--- src/design/split_cycle_pwm_defines.vh ---
`ifndef SPLIT_CYCLE_PWM_DEFINES_VH
`define SPLIT_CYCLE_PWM_DEFINES_VH

// Full cycle and sub-cycle lengths in system clocks
`define PWM_FULL_CYCLE      9'h0100
`define PWM_SUB4_LEN        8'h40
`define PWM_SUB2_LEN        8'h80
`define PWM_LAST_PHASE      8'hFF

// First control register fields
`define CTRL_A_SPLIT2_BIT   5
`define CTRL_A_CH0_SEL_BIT  3

// Third control register fields (channels 1..3 function select)
`define CTRL_C_CH1_SEL_BIT  0
`define CTRL_C_CH2_SEL_BIT  1
`define CTRL_C_CH3_SEL_BIT  2

// Reset values
`define DUTY_RESET          8'h00
`define CTRL_RESET          8'h00
`define PORT_DIR_RESET      1'b1
`define PORT_DATA_RESET     1'b0

`endif
--- src/design/pwm_channel.v ---
`timescale 1ns/100ps
`include "split_cycle_pwm_defines.vh"

module pwm_channel (
	input  wire       clk_sys,
	input  wire       rst_n,
	input  wire [7:0] phase,
	input  wire       split2,
	input  wire [7:0] duty_value_reg,
	output reg        wave_r
);

	reg  [7:0] duty_live_r;
	reg  [6:0] base_high_count;
	reg  [1:0] extra_clock_count;
	reg  [6:0] sub_pos;
	reg  [1:0] sub_idx;
	reg  [7:0] high_len;
	reg        wave_nxt;

	// Latched only at the full-cycle boundary so a sub-cycle never glitches
	always @(posedge clk_sys or negedge rst_n) begin
		if (!rst_n) begin
			duty_live_r <= `DUTY_RESET;
		end else if (phase == `PWM_LAST_PHASE) begin
			duty_live_r <= duty_value_reg;
		end
	end

	always @* begin
		if (split2) begin
			base_high_count   = duty_live_r[7:1];
			extra_clock_count = {1'b0, duty_live_r[0]};
			sub_pos           = phase[6:0];
			sub_idx           = {1'b0, phase[7]};
		end else begin
			base_high_count   = {1'b0, duty_live_r[7:2]};
			extra_clock_count = duty_live_r[1:0];
			sub_pos           = {1'b0, phase[5:0]};
			sub_idx           = phase[7:6];
		end
		high_len = {1'b0, base_high_count} + ((sub_idx < extra_clock_count) ? 8'h01 : 8'h00);
		wave_nxt = ({1'b0, sub_pos} < high_len);
	end

	always @(posedge clk_sys or negedge rst_n) begin
		if (!rst_n) begin
			wave_r <= 1'b0;
		end else begin
			wave_r <= wave_nxt;
		end
	end

endmodule

--- src/design/split_cycle_pwm.v ---
`timescale 1ns/100ps
`include "split_cycle_pwm_defines.vh"

// Functional notes
// - Each channel holds 8-bit duty; full cycle is 256 system clocks.
// - Modulator counter runs straight from the system clock, no prescaler.
// - Four-way mode splits the cycle into four 64-clock sub-cycles.
// - Four-way mode: duty[7:2] is base count, duty[1:0] extra count.
// - Four-way: sub-cycle i high base+1 when i below extra, else base.
// - Two-way mode splits the cycle into two 128-clock sub-cycles.
// - Two-way mode: duty[7:1] is base count, duty[0] extra count.
// - Two-way: sub-cycle i high base+1 when i below extra, else base.
// - Split mode and per-channel enable come from two control registers.
// - Hardware splits sub-cycles and spreads extra clocks; software writes settings.
// - First control bit 5 picks two-way mode; bit 3 routes channel 0.
// - Waveform reaches pin only if selected and direction bit is output.
// - Selected output pin: data 1 passes waveform, data 0 drives low.
// - Selected but direction input: pin is ordinary input, pull-up only if pin_pullup_en.
module split_cycle_pwm #(
	parameter CHANNELS = 4
) (
	input  wire       clk_sys,
	input  wire       rst_n,
	input  wire [7:0] duty_value_ch0,
	input  wire [7:0] duty_value_ch1,
	input  wire [7:0] duty_value_ch2,
	input  wire [7:0] duty_value_ch3,
	input  wire [7:0] first_control_reg,
	input  wire [7:0] third_control_reg,
	input  wire [3:0] port_direction,
	input  wire [3:0] port_output_data,
	input  wire [3:0] pin_in,
	input  wire [3:0] pin_pullup_en,
	output reg  [3:0] pin_out,
	output reg  [3:0] pin_oe,
	output wire [3:0] pin_pullup_on,
	output wire [3:0] pin_to_port,
	output wire [3:0] pwm_active
);

	////////////////////////////////////////////////////////////////////////



	localparam ROLE_PORT     = 2'h0;
	localparam ROLE_PORT_IN  = 2'h1;
	localparam ROLE_PWM_OFF  = 2'h2;
	localparam ROLE_PWM_ON   = 2'h3;







	reg  [7:0] phase_r;

	reg  [7:0] phase_nxt;

	wire       split2;







	wire [3:0] wave;

	wire [3:0] fn_sel;

	wire [3:0] drive_nxt;

	wire [3:0] enable_nxt;

	wire [7:0] duty_bus [0:3];







	reg  [3:0] pin_meta_r;

	reg  [3:0] pin_sync_r;

	reg  [3:0] pin_hold_r;

	reg  [3:0] pin_level_r;

	reg  [3:0] pin_level_nxt;

	wire [3:0] pin_agree;







	////////////////////////////////////////////////////////////////////////

	// Channel select decode, shared by every pin of the mux
	function fn_select;

		input integer ch;

		input [7:0]   ctrl_a;

		input [7:0]   ctrl_c;

		begin
			case (ch)
				0: begin
					fn_select = ctrl_a[`CTRL_A_CH0_SEL_BIT];
				end

				1: begin
					fn_select = ctrl_c[`CTRL_C_CH1_SEL_BIT];
				end

				2: begin
					fn_select = ctrl_c[`CTRL_C_CH2_SEL_BIT];
				end

				default: begin
					fn_select = ctrl_c[`CTRL_C_CH3_SEL_BIT];
				end
			endcase
		end
	endfunction







	// Role of one pin from its select, direction and data bits
	function [1:0] pin_role;

		input sel;

		input dir_in;

		input data;

		begin
			if (!sel) begin
				pin_role = ROLE_PORT;
			end else if (dir_in) begin
				pin_role = ROLE_PORT_IN;
			end else if (!data) begin
				pin_role = ROLE_PWM_OFF;
			end else begin
				pin_role = ROLE_PWM_ON;
			end
		end
	endfunction







	// Level for the pin driver; the data bit gates the waveform
	function pin_drive;

		input [1:0] role;

		input       data;

		input       wave_in;

		begin
			case (role)
				ROLE_PORT: begin
					pin_drive = data;
				end

				ROLE_PORT_IN: begin
					pin_drive = 1'b0;
				end

				ROLE_PWM_OFF: begin
					pin_drive = 1'b0;
				end

				ROLE_PWM_ON: begin
					pin_drive = wave_in;
				end

				default: begin
					pin_drive = 1'b0;
				end
			endcase
		end
	endfunction






	////////////////////////////////////////////////////////////////////////

	assign duty_bus[0] = duty_value_ch0;

	assign duty_bus[1] = duty_value_ch1;

	assign duty_bus[2] = duty_value_ch2;

	assign duty_bus[3] = duty_value_ch3;

	// One mode bit serves every channel
	assign split2 = first_control_reg[`CTRL_A_SPLIT2_BIT];






	// Wraps every 256 clocks; no prescaler so cycle rate is clock/256
	always @* begin
		phase_nxt = phase_r + 8'h01;
	end

	always @(posedge clk_sys or negedge rst_n) begin
		if (!rst_n) begin
			phase_r <= 8'h00;
		end else begin
			phase_r <= phase_nxt;
		end
	end






	////////////////////////////////////////////////////////////////////////

	genvar g;

	generate
		for (g = 0; g < CHANNELS; g = g + 1) begin : ch
			assign fn_sel[g] = fn_select(g, first_control_reg, third_control_reg);

			pwm_channel u_ch (
				.clk_sys        (clk_sys),
				.rst_n          (rst_n),
				.phase          (phase_r),
				.split2         (split2),
				.duty_value_reg (duty_bus[g]),
				.wave_r         (wave[g])
			);

			assign drive_nxt[g] = pin_drive(
				pin_role(fn_sel[g], port_direction[g], port_output_data[g]),
				port_output_data[g],
				wave[g]);

			assign enable_nxt[g] = ~port_direction[g];
		end
	endgenerate






	////////////////////////////////////////////////////////////////////////

	// Three stages; a level counts only once the last two agree
	always @(posedge clk_sys or negedge rst_n) begin
		if (!rst_n) begin
			pin_meta_r <= 4'h0;
		end else begin
			pin_meta_r <= pin_in;
		end
	end

	always @(posedge clk_sys or negedge rst_n) begin
		if (!rst_n) begin
			pin_sync_r <= 4'h0;
		end else begin
			pin_sync_r <= pin_meta_r;
		end
	end

	always @(posedge clk_sys or negedge rst_n) begin
		if (!rst_n) begin
			pin_hold_r <= 4'h0;
		end else begin
			pin_hold_r <= pin_sync_r;
		end
	end

	always @(posedge clk_sys or negedge rst_n) begin
		if (!rst_n) begin
			pin_level_r <= 4'h0;
		end else begin
			pin_level_r <= pin_level_nxt;
		end
	end

	assign pin_agree = ~(pin_sync_r ^ pin_hold_r);

	always @* begin
		pin_level_nxt = (pin_level_r & ~pin_agree) | (pin_hold_r & pin_agree);
	end






	////////////////////////////////////////////////////////////////////////

	// Pin mux; when direction is input the pin is plain GPIO input
	assign pwm_active    = fn_sel & ~port_direction;

	assign pin_pullup_on = pin_pullup_en & port_direction;

	assign pin_to_port   = pin_level_r;

	always @(posedge clk_sys or negedge rst_n) begin
		if (!rst_n) begin
			pin_oe <= 4'h0;
		end else begin
			pin_oe <= enable_nxt;
		end
	end

	always @(posedge clk_sys or negedge rst_n) begin
		if (!rst_n) begin
			pin_out <= 4'h0;
		end else begin
			pin_out <= drive_nxt;
		end
	end

endmodule

--- config.mk ---
export PLATFORM = sky130hd
export DESIGN_NAME = split_cycle_pwm
export DESIGN_NICKNAME = d
export VERILOG_FILES = /design/src/design/pwm_channel.v /design/src/design/split_cycle_pwm.v
export VERILOG_INCLUDE_DIRS = /design/src /design/src/design
export SDC_FILE = /design/constraint.sdc
export NUM_CORES = 1
export LEC_CHECK = 0
export BUFFER_PORTS_ARGS = -buffer_cell sky130_fd_sc_hd__buf_2
export CAP_MARGIN = 20
export CORE_AREA = 3 3 92 94
export CTS_CLUSTER_SIZE = 20
export DETAILED_ROUTE_END_ITERATION = 10
export DIE_AREA = 0 0 95 97
export GPL_TIMING_DRIVEN = 0
export PLACE_DENSITY_LB_ADDON = 0.05
export SYNTH_ARGS = -nofsm -noshare
export SYNTH_HDL_FRONTEND = slang
export SYNTH_SLANG_ARGS = --single-unit
export TNS_END_PERCENT = 1
--- constraint.sdc ---
create_clock -name clk_sys -period 3.57 [get_ports clk_sys]
set_input_delay 0.5355 -clock clk_sys [delete_from_list [all_inputs] [get_ports clk_sys]]
set_output_delay 0.5355 -clock clk_sys [all_outputs]
set_load 0.02 [all_outputs]
==> results of run 1 <==
-- power by group --
part / internal (uW) / switching (uW)
Combinational: 47.5 / 69.2
Clock: 347 / 328
Sequential: 785 / 5.74
Total: 1180 / 403
-- per-layer routing --
metal	routed length (um)	track usage, %
met3	415	4.510
met4	173	7.991
met1	3949	27.20
met5	0	0
met2	4278	33.19
-- how the worst min path moves through the flow --
stage                   from                         end  slack (ns)  cells after the start
2_1_floorplan          rst_n  asynchronous set/reset pin        0.24                      0
6_report               rst_n               pin_hold_r[0]        0.27                      1
3_5_place_dp   pin_meta_r[2]               pin_sync_r[2]        0.34                      0
4_1_cts            pin_in[1]               pin_meta_r[1]        0.26                      1
5_1_grt            pin_in[0]               pin_meta_r[0]        0.25                      1
3_3_place_gp   pin_meta_r[0]               pin_sync_r[0]        0.33                      0
-- kinds of logic after synthesis --
kind of cell | share of synthesized area [%]
buffers and inverters | 4.058
AO/OA/AOI/OAI | 8.416
XOR/XNOR | 6.476
adder cells (fa/ha/maj) | 10.80
AND/OR/NAND/NOR | 12.53
flip-flops | 40.58
multiplexers | 17.13
-- critical path: stages --
cell and delay (ns):
buf_4 0.16, buf_4 0.19, inv_1 0.06, buf_2 0.22
nor2_1 0.31, o21ai_0 0.14, nand2_1 0.11, ha_1 0.19
nand3_1 0.16, nor3b_2 0.30, xor2_1 0.19, mux2i_1 0.11
ha_1 0.30, a21o_1 0.16, a211oi_1 0.22, o21ai_0 0.12
o211ai_1 0.12
-- metrics by stage --
step / worst slack [ns] / utilization [%] / TNS, ns
detailed placement: -0.1940 / 60.67 / -0.1940
global placement: -0.1493 / 60.64 / -0.1493
global route: 0.02090 / 63.44 / 0
CTS: 0.1349 / 63.37 / 0
finish: 0.2520 / 63.44 / 0
floorplan: 0.4657 / - / 0
-- Yosys cell counts (6+ instances only) --
library cell and count:
dfrtp_1 68, ha_1 33, nand2_1 31, mux2_4 30, mux2i_1 20, xor2_1 20
a21oi_1 19, o21ai_0 16, nand3_1 14, nor2_1 11, xnor2_1 11, inv_1 9
nand2b_1 8, and2_1 6, mux2_2 6, nor2b_1 6
-- flip-flops by register name, summed over array words and instances (netlist names), named ones only --
register and count:
ch.u_ch.duty_live_r 32, phase_r 8, ch.u_ch.wave_r 4, pin_hold_r 4, pin_meta_r 4, pin_oe 4
pin_out 4, pin_sync_r 4
-- final cells by class --
class | instances | area [um2]
multi-input cells | 280 | 2326
well taps | 102 | 127.6
inverters | 9 | 33.78
flip-flops and latches | 68 | 1702
fillers | 660 | 2825
clock inverters | 6 | 71.32
clock buffers | 10 | 137.6
plain buffers | 15 | 136.4
repair buffers | 73 | 367.9
==> reports/metrics.yaml, run 1 <==
global_route:
  grt_util_all_layers_pct: 20.75
  grt-ovfl-total: 0
  antenna_found_initial: 0
  grt_max_degree: 69
  grt_first_pass_wirelength_mm: 14.72
  grt_pass1_vias: 3043
worst_setup_path:
  rr_endpoint: "ch[2].u_ch.wave_r"
  worstPathArrival_ns: 3.58
  worst_setup_path_end_kind: "flip-flop"
  required_ns: 3.84
  cp_max_fo: 10
  r2r_slack_ns: 0.54
  worstSetupStartpointType: "primary input"
  path_class: "in -> reg"
  cp-startpoint: "first_control_reg[5]"
  reg2reg_from: "phase_r[7]"
  rr_worst_depth: 14
  crit_end: "ch[2].u_ch.wave_r"
floorplan:
  fp.dieArea_um2: 9215
  io_pins: 86
  initial_utilization_pct: 54.26
  dieWidth_um: 95
  core-area_um2: 7727
  chipHeight_um: 97
  rows: 32
timing:
  report.final.setup_viol: 0
  worst_pin_slew_ns: 0.8585
  fin_crit_sh_pct: 92.94
  drv_slew: 0
  finalHoldWorstSlack_ns: 0.2748
  finalHoldViolations: 0
  rsz0062_at_grt: "no"
  fin_skew_ns: 0.01115
  fmax_mhz: 301.4
  fin_crit_ns: 3.318
  slew_headroom_pct: 42.77
placement:
  place_congestion: 0.8003
  dpl_cell_area_um2: 4688
  dp_cells: 547
  io_buffers: 73
  dp_hpwl_mm: 6.262
logic_synthesis:
  synthCells: 372
  syn_area_um2: 4193
  synth-seq-cells: 68
  ys.flop_type: "dfrtp_1"
  synth_top_cell_by_area: "dfrtp_1"
  synth_seq_area_share_pct: 40.58
  synth-warning-count: 0
  synth_area_per_cell_um2: 11.27
  async_flop_share_pct: 100.0
  synth_top_area_share_pct: 40.58
  synth-edff-count: 0
  syn_nets: 471
  yosysUniqueCellTypes: 45
  synth.area.top_cells: "dfrtp_1 41%, mux2_4 11%, ha_1 9.8%"
power:
  ir_drop_v: 0.0001616
  p_per_area_nw_per_um2: 323.0
  power_uw: 1584
  p_leak_uw: 0.002372
cts:
  cts_resized: 0
  ctsHtreeMaxLevel: 3
  cts_tree: "done"
  cts_setup_buffers: 0
  cts_buffers: 9
  clk_latency_ns: 0.36
  hold_buffers: 0
  clk_pin_slew_ns: 0.09
  clkSinkCount: 68
  cts-root-buf: "clkbuf_8"
  clock_path_buffers: 2
job:
  cap_violations: 0
min_path:
  hold_path_class: "in -> async"
drt:
  via_count: 3067
  ant_nets: 0
  dr.pass1.iters: 4
  via_per_inst: 5.448
  wl_per_cell_um: 15.66
  drtIter0Drc: 94
  drc: 0
  drt_wl_total_mm: 8.817
cells_and_area:
  finish.instance_area_um2: 4902
  fin_cells: 563
  mostFrequentLayoutCells: "77 x buf_2, 68 x dfrtp_1, 33 x ha_1"
  antennaDiodeCount: 0
  layout.nets: 555
  drive_gt1_share_pct: 31.89
  layout_commonest_cell: "buf_2"
  layout-area-overhead-vs-synth_pct: 16.92
run_status:
  outcome: "complete, no violations"
Power figures use the tool's default switching activity.
==> run 2: changes to the inputs <==
==> constraint.sdc (replaced) <==
create_clock -name clk_sys -period 3.5 [get_ports clk_sys]
set_input_delay 0.525 -clock clk_sys [delete_from_list [all_inputs] [get_ports clk_sys]]
set_output_delay 0.525 -clock clk_sys [all_outputs]
set_load 0.02 [all_outputs]
==> run 2 against run 1 <==
  * Combinational power is essentially flat
  * Critical path depth shrank 1
  * Clock power up 2%
  * Total power up 2.0%
  * Core utilization about the same
  * Critical path type unchanged
==> reports/metrics.yaml, run 2 (same netlist as run 1, synthesis figures left out) <==
run_status:
  outcome: "complete, no violations"
worst_setup_path:
  worstPathArrival_ns: 3.49
  worstSetupStartpointType: "primary input"
  path_class: "in -> reg"
  path_buf_inv: 3
  crit_family: "simple AND/OR/NAND/NOR gates"
  path_depth: 16
  required_ns: 3.77
  slowest_delay_ns: 0.35
  cpMaxStageDelayCell: "nor2_1"
  worst_setup_path_end_kind: "flip-flop"
  rr_worst_depth: 14
  cp_max_fo: 10
  cp_cell_sequence: "buf_4 -> buf_4 -> buf_2 -> nor2_1 -> nand2_1 -> nand2_1 -> ha_1 -> nand3_1 -> nor3b_2 -> xor2_1 -> mux2i_1 -> ha_1 -> a21o_1 -> a211oi_1 -> o21ai_0 -> o211ai_1"
timing:
  rsz0062_at_grt: "no"
  report.final.setup_viol: 0
  fmax_mhz: 310.2
  fin_skew_ns: 0.01036
  slew_headroom_pct: 43.42
  fin_crit_sh_pct: 92.11
  worst_pin_slew_ns: 0.8487
  drv_slew: 0
  fin_crit_ns: 3.224
  finalHoldViolations: 0
global_route:
  grt-ovfl-total: 0
  grt_util_all_layers_pct: 20.75
  grt_pass1_vias: 3043
  grt_max_degree: 69
  antenna_found_initial: 0
  grt_first_pass_wirelength_mm: 14.72
floorplan:
  dieWidth_um: 95
  core-area_um2: 7727
  fp.dieArea_um2: 9215
  io_pins: 86
  chipHeight_um: 97
  initial_utilization_pct: 54.26
  rows: 32
drt:
  via_count: 3068
  drtIter0Drc: 80
  drc: 0
  wl_per_cell_um: 15.60
  ant_nets: 0
  dr.pass1.iters: 4
  via_per_inst: 5.449
  drt_wl_total_mm: 8.781
placement:
  place_congestion: 0.8003
  dp_cells: 547
  dpl_cell_area_um2: 4688
  dp_hpwl_mm: 6.262
  io_buffers: 73
power:
  power_uw: 1615
  p_int_uw: 1204
  p_clk_share_pct: 42.7
  power_switching_uw: 411.0
  comb_power_share_pct: 7.4
  p_sw_share_pct: 25.45
  p_leak_uw: 0.002372
  p_seq_share_pct: 50.0
  ir_drop_v: 0.0001648
  p_per_area_nw_per_um2: 329.3
cells_and_area:
  finish.instance_area_um2: 4905
  fillers: 662
  layout-area-overhead-vs-synth_pct: 16.98
  fin_cells: 563
  drive_gt1_share_pct: 32.10
  layout.nets: 555
  multiInputGateArea_um2: 2328
  largest_reg_flops: 32
  top_register: "ch.u_ch.duty_live_r"
  layout_commonest_cell: "buf_2"
  regArea_um2: 1702
  top_regs: "ch.u_ch.duty_live_r: 32 flops, phase_r: 8 flops"
  antennaDiodeCount: 0
  fin_util_pct: 63.47
  mostFrequentLayoutCells: "77 x buf_2, 68 x dfrtp_1, 33 x ha_1"
cts:
  cts-root-buf: "clkbuf_8"
  hold_buffers: 0
  clkSinkCount: 68
  ctsHtreeMaxLevel: 3
  cts_setup_buffers: 0
  clk_pin_slew_ns: 0.08
  clock_path_buffers: 2
  cts_buffers: 9
  cts_tree: "done"
  clk_latency_ns: 0.36
job:
  cap_violations: 0
min_path:
  hold_path_class: "in -> async"
run 2: through the flow:
step / TNS [ns] / setup slack [ns] / hold WS, ns
floorplan: 0 / 0.4062 / 0.2294
global placement: -0.2088 / -0.2088 / 0.3325
detailed placement: -0.2535 / -0.2535 / 0.3355
CTS: 0 / 0.07541 / 0.2500
global route: 0 / 0.07409 / 0.2422
finish: 0 / 0.2761 / 0.2661
run 2: final timing paths:
check	start	endpoint	slack, ns
max	first_control_reg[5]	ch[2].u_ch.wave_r	0.28
min	rst_n	pin_hold_r[0]	0.27
max reg2reg	phase_r[7]	ch[2].u_ch.wave_r	0.47
min reg2reg	pin_meta_r[2]	pin_sync_r[2]	0.35
max in group asynchronous	rst_n	ch[0].u_ch.duty_live_r[5]	2.67
min in group clk_sys	pin_in[0]	pin_meta_r[0]	0.27
run 2: routing by layer:
| layer | part of all wire, % | vias up | GRT usage [%] |
|---|---|---|---|
| met2 | 49 | 72 | 33.19 |
| met5 | 0 | - | 0 |
| met1 | 45 | 1495 | 27.20 |
| met4 | 2.0 | 0 | 7.991 |
| met3 | 4.7 | 14 | 4.510 |
| li1 | - | 1487 | - |
run 2: timing repair:
action                     in CTS  in global routing
hold endpoints to repair        0                  0
resized for setup               0                  2
setup endpoints to repair       0                  1
run 2: layout make-up:
cell class | instances | area share, %
clock buffers | 10 | 2.806
clock inverters | 6 | 1.454
repair buffers | 73 | 7.500
multi-input cells | 280 | 47.47
plain buffers | 15 | 2.781
inverters | 9 | 0.6888
flip-flops and latches | 68 | 34.69
well taps | 102 | 2.602
run 2: worst reg2reg max path, cell delays in order (launching register included):
cell and delay, ns:
dfrtp_1 0.36, buf_2 0.17, nor2_1 0.35, nand2_1 0.11, nand2_1 0.10, ha_1 0.20
nand3_1 0.16, nor3b_2 0.30, xor2_1 0.18, mux2i_1 0.11, ha_1 0.30, a21o_1 0.16
a211oi_1 0.22, o21ai_0 0.12, o211ai_1 0.12
run 2: power groups by stage:
stage | clock [uW] | combinational (uW) | sequential (uW)
after global routing | 744 | 132 | 809
after global placement | 0 | 118 | 822
final | 689 | 119 | 807
after CTS | 706 | 121 | 807
after floorplan | 0 | 38.3 | 835
after detailed placement | 0 | 121 | 823
==> run 3: changes to the inputs <==
--- a/config.mk
+++ b/config.mk
@@ -8,10 +8,10 @@
 export LEC_CHECK = 0
 export BUFFER_PORTS_ARGS = -buffer_cell sky130_fd_sc_hd__buf_2
 export CAP_MARGIN = 20
-export CORE_AREA = 3 3 92 94
+export CORE_AREA = 3 3 96 98
 export CTS_CLUSTER_SIZE = 20
 export DETAILED_ROUTE_END_ITERATION = 10
-export DIE_AREA = 0 0 95 97
+export DIE_AREA = 0 0 99 101
 export GPL_TIMING_DRIVEN = 0
 export PLACE_DENSITY_LB_ADDON = 0.05
 export SYNTH_ARGS = -nofsm -noshare
==> constraint.sdc (replaced) <==
create_clock -name clk_sys -period 2.85 [get_ports clk_sys]
set_input_delay 0.4275 -clock clk_sys [delete_from_list [all_inputs] [get_ports clk_sys]]
set_output_delay 0.4275 -clock clk_sys [all_outputs]
set_load 0.02 [all_outputs]
==> run 3 against run 2 <==
  * Worst hold slack worse by 0.087 ns
  * Flip-flop and latch count stayed put
  * Cell count is 1.2% higher
  * Non-clock buffer count is 1 higher
  * Core utilization is 5.2 points lower
  * Combinational power is 24% higher
  * Global-route usage is 2.6 points lower
  * Die area is 8.5% higher
  * Sequential power is 23% higher
  * Largest power group unchanged
==> reports/metrics.yaml, run 3 (same netlist as run 1, synthesis figures left out) <==
run_status:
  outcome: "complete, no violations"
timing:
  fin_ws_ns: 0.1902
  slew_headroom_pct: 43.02
  finalHoldViolations: 0
  rsz0062_at_grt: "yes"
  finalHoldWorstSlack_ns: 0.1795
  drv_slew: 0
  worst_pin_slew_ns: 0.8546
  fin_crit_sh_pct: 93.33
  fin_crit_ns: 2.660
  fmax_mhz: 376.0
  fin_skew_ns: 0.007484
  report.final.setup_viol: 0
  setup_tns_ns: 0
global_route:
  grt_max_degree: 69
  antenna_found_initial: 0
  grt_util_all_layers_pct: 18.16
  grt-ovfl-total: 0
  grt_pass1_vias: 2925
  grt_first_pass_wirelength_mm: 14.32
worst_setup_path:
  worst_setup_path_end_kind: "flip-flop"
  worstSetupStartpointType: "flip-flop"
  cp_max_fo: 8
  cp_cell_sequence: "clkbuf_4 -> nor2_4 -> o21ai_0 -> nand2_1 -> ha_1 -> nand3_1 -> nor3b_1 -> xor2_1 -> mux2i_1 -> ha_1 -> nand4_1 -> a21oi_1 -> o21ai_0"
  rr_endpoint: "ch[3].u_ch.wave_r"
  required_ns: 3.07
  cpMaxStageDelayCell: "dfrtp_1"
  slowest_delay_ns: 0.37
  path_class: "reg -> reg"
  rr_worst_depth: 13
  r2r_slack_ns: 0.19
  reg2reg_from: "phase_r[7]"
  worstPathArrival_ns: 2.88
cells_and_area:
  mostFrequentLayoutCells: "75 x buf_2, 68 x dfrtp_1, 31 x nand2_1, 31 x ha_1, 30 x mux2_4"
  fillers: 755
  drive_gt1_share_pct: 33.33
  layout.nets: 556
  top_regs: "ch.u_ch.duty_live_r: 32 flops, phase_r: 8 flops"
  antennaDiodeCount: 0
  top_register: "ch.u_ch.duty_live_r"
  largest_reg_flops: 32
  layout_commonest_cell: "buf_2"
  fin_cells: 570
  layout-area-overhead-vs-synth_pct: 18.89
placement:
  place_congestion: 0.7786
  io_buffers: 73
  dp_hpwl_mm: 6.228
  pre_cts_slack_ns: -0.3848
  dp_cells: 553
drt:
  via_per_inst: 5.223
  ant_nets: 0
  dr.pass1.iters: 4
  wl_per_cell_um: 15.39
  drt_wl_total_mm: 8.771
  via_count: 2977
  drtIter0Drc: 68
  drc: 0
power:
  p_seq_share_pct: 50.6
  power_switching_uw: 482.1
  p_int_uw: 1474
  p_clk_share_pct: 41.9
  p_sw_share_pct: 24.65
  comb_power_share_pct: 7.5
  ir_drop_v: 0.0002115
  p_per_area_nw_per_um2: 392.4
  p_leak_uw: 0.002408
  power_uw: 1956
cts:
  clkSinkCount: 68
  hold_buffers: 0
  clk_pin_slew_ns: 0.08
  cts-root-buf: "clkbuf_8"
  clk_latency_ns: 0.35
  cts_buffers: 9
  clock_path_buffers: 2
  ctsHtreeMaxLevel: 3
  cts_tree: "done"
floorplan:
  core-area_um2: 8551
  chipHeight_um: 101
  initial_utilization_pct: 49.03
  dieWidth_um: 99
  rows: 34
  io_pins: 86
  fp.dieArea_um2: 9999
min_path:
  hold_path_class: "in -> async"
job:
  cap_violations: 0
[run 3: worst max-delay path by stage]
stage                               from           endpoint  slack (ns)  depth (start not counted)
floorplan           first_control_reg[5]  ch[2].u_ch.wave_r        0.02                         17
global placement    first_control_reg[5]  ch[2].u_ch.wave_r       -0.38                         17
detailed placement  first_control_reg[5]  ch[2].u_ch.wave_r       -0.38                         17
CTS                           phase_r[7]  ch[2].u_ch.wave_r        0.07                         14
global route                  phase_r[7]  ch[3].u_ch.wave_r       -0.03                         13
finish                        phase_r[7]  ch[3].u_ch.wave_r        0.19                         13
[run 3: critical path, delay by kind of cell, from the launching register on]
family,cells,cell delay [ns]
buffers and inverters,1,0.19
AO/OA/AOI/OAI,3,0.36
multiplexers,1,0.09
XOR/XNOR,1,0.18
flip-flops,1,0.37
adder cells (fa/ha/maj),2,0.51
AND/OR/NAND/NOR,5,0.85
[run 3: power by group through the flow]
stage	Sequential, uW	Clock [uW]	Combinational (uW)
6_report	990	819	147
5_1_grt	993	864	162
4_1_cts	991	844	150
3_5_place_dp	1010	0	150
3_3_place_gp	1010	0	147
2_1_floorplan	1030	0	48.4
[run 3: layout make-up]
cell class              count  area (um2)  area share [%]
multi-input cells         280        2391           47.97
flip-flops and latches     68        1702           34.14
repair buffers             75       382.9           7.681
clock buffers              11       141.4           2.836
plain buffers              14       137.6           2.761
well taps                 108       135.1           2.711
clock inverters             5       61.31           1.230
inverters                   9       33.78          0.6777
[run 3: per-layer routing]
layer	vias up	wire [um]	track usage (%)
li1	1490	-	-
met1	1420	4126	24.08
met2	56	4207	30.32
met3	11	307	2.768
met4	0	129	6.303
met5	-	0	0
[run 3: per-stage QoR]
| stage | utilization [%] | instance area [um2] |
|---|---|---|
| 5_1_grt | 58.30 | 4985 |
| 2_1_floorplan | - | 4218 |
| 3_5_place_dp | 55.21 | 4721 |
| 6_report | 58.30 | 4985 |
| 4_1_cts | 57.62 | 4927 |
| 3_3_place_gp | 55.18 | 4718 |
[run 3: repair_timing]
action | 4_1_cts | 5_1_grt
setup endpoints to repair | 1 | 4
hold endpoints to repair | 0 | 0
buffers inserted | 0 | 2
pin swaps | 0 | 5
resized for setup | 2 | 8
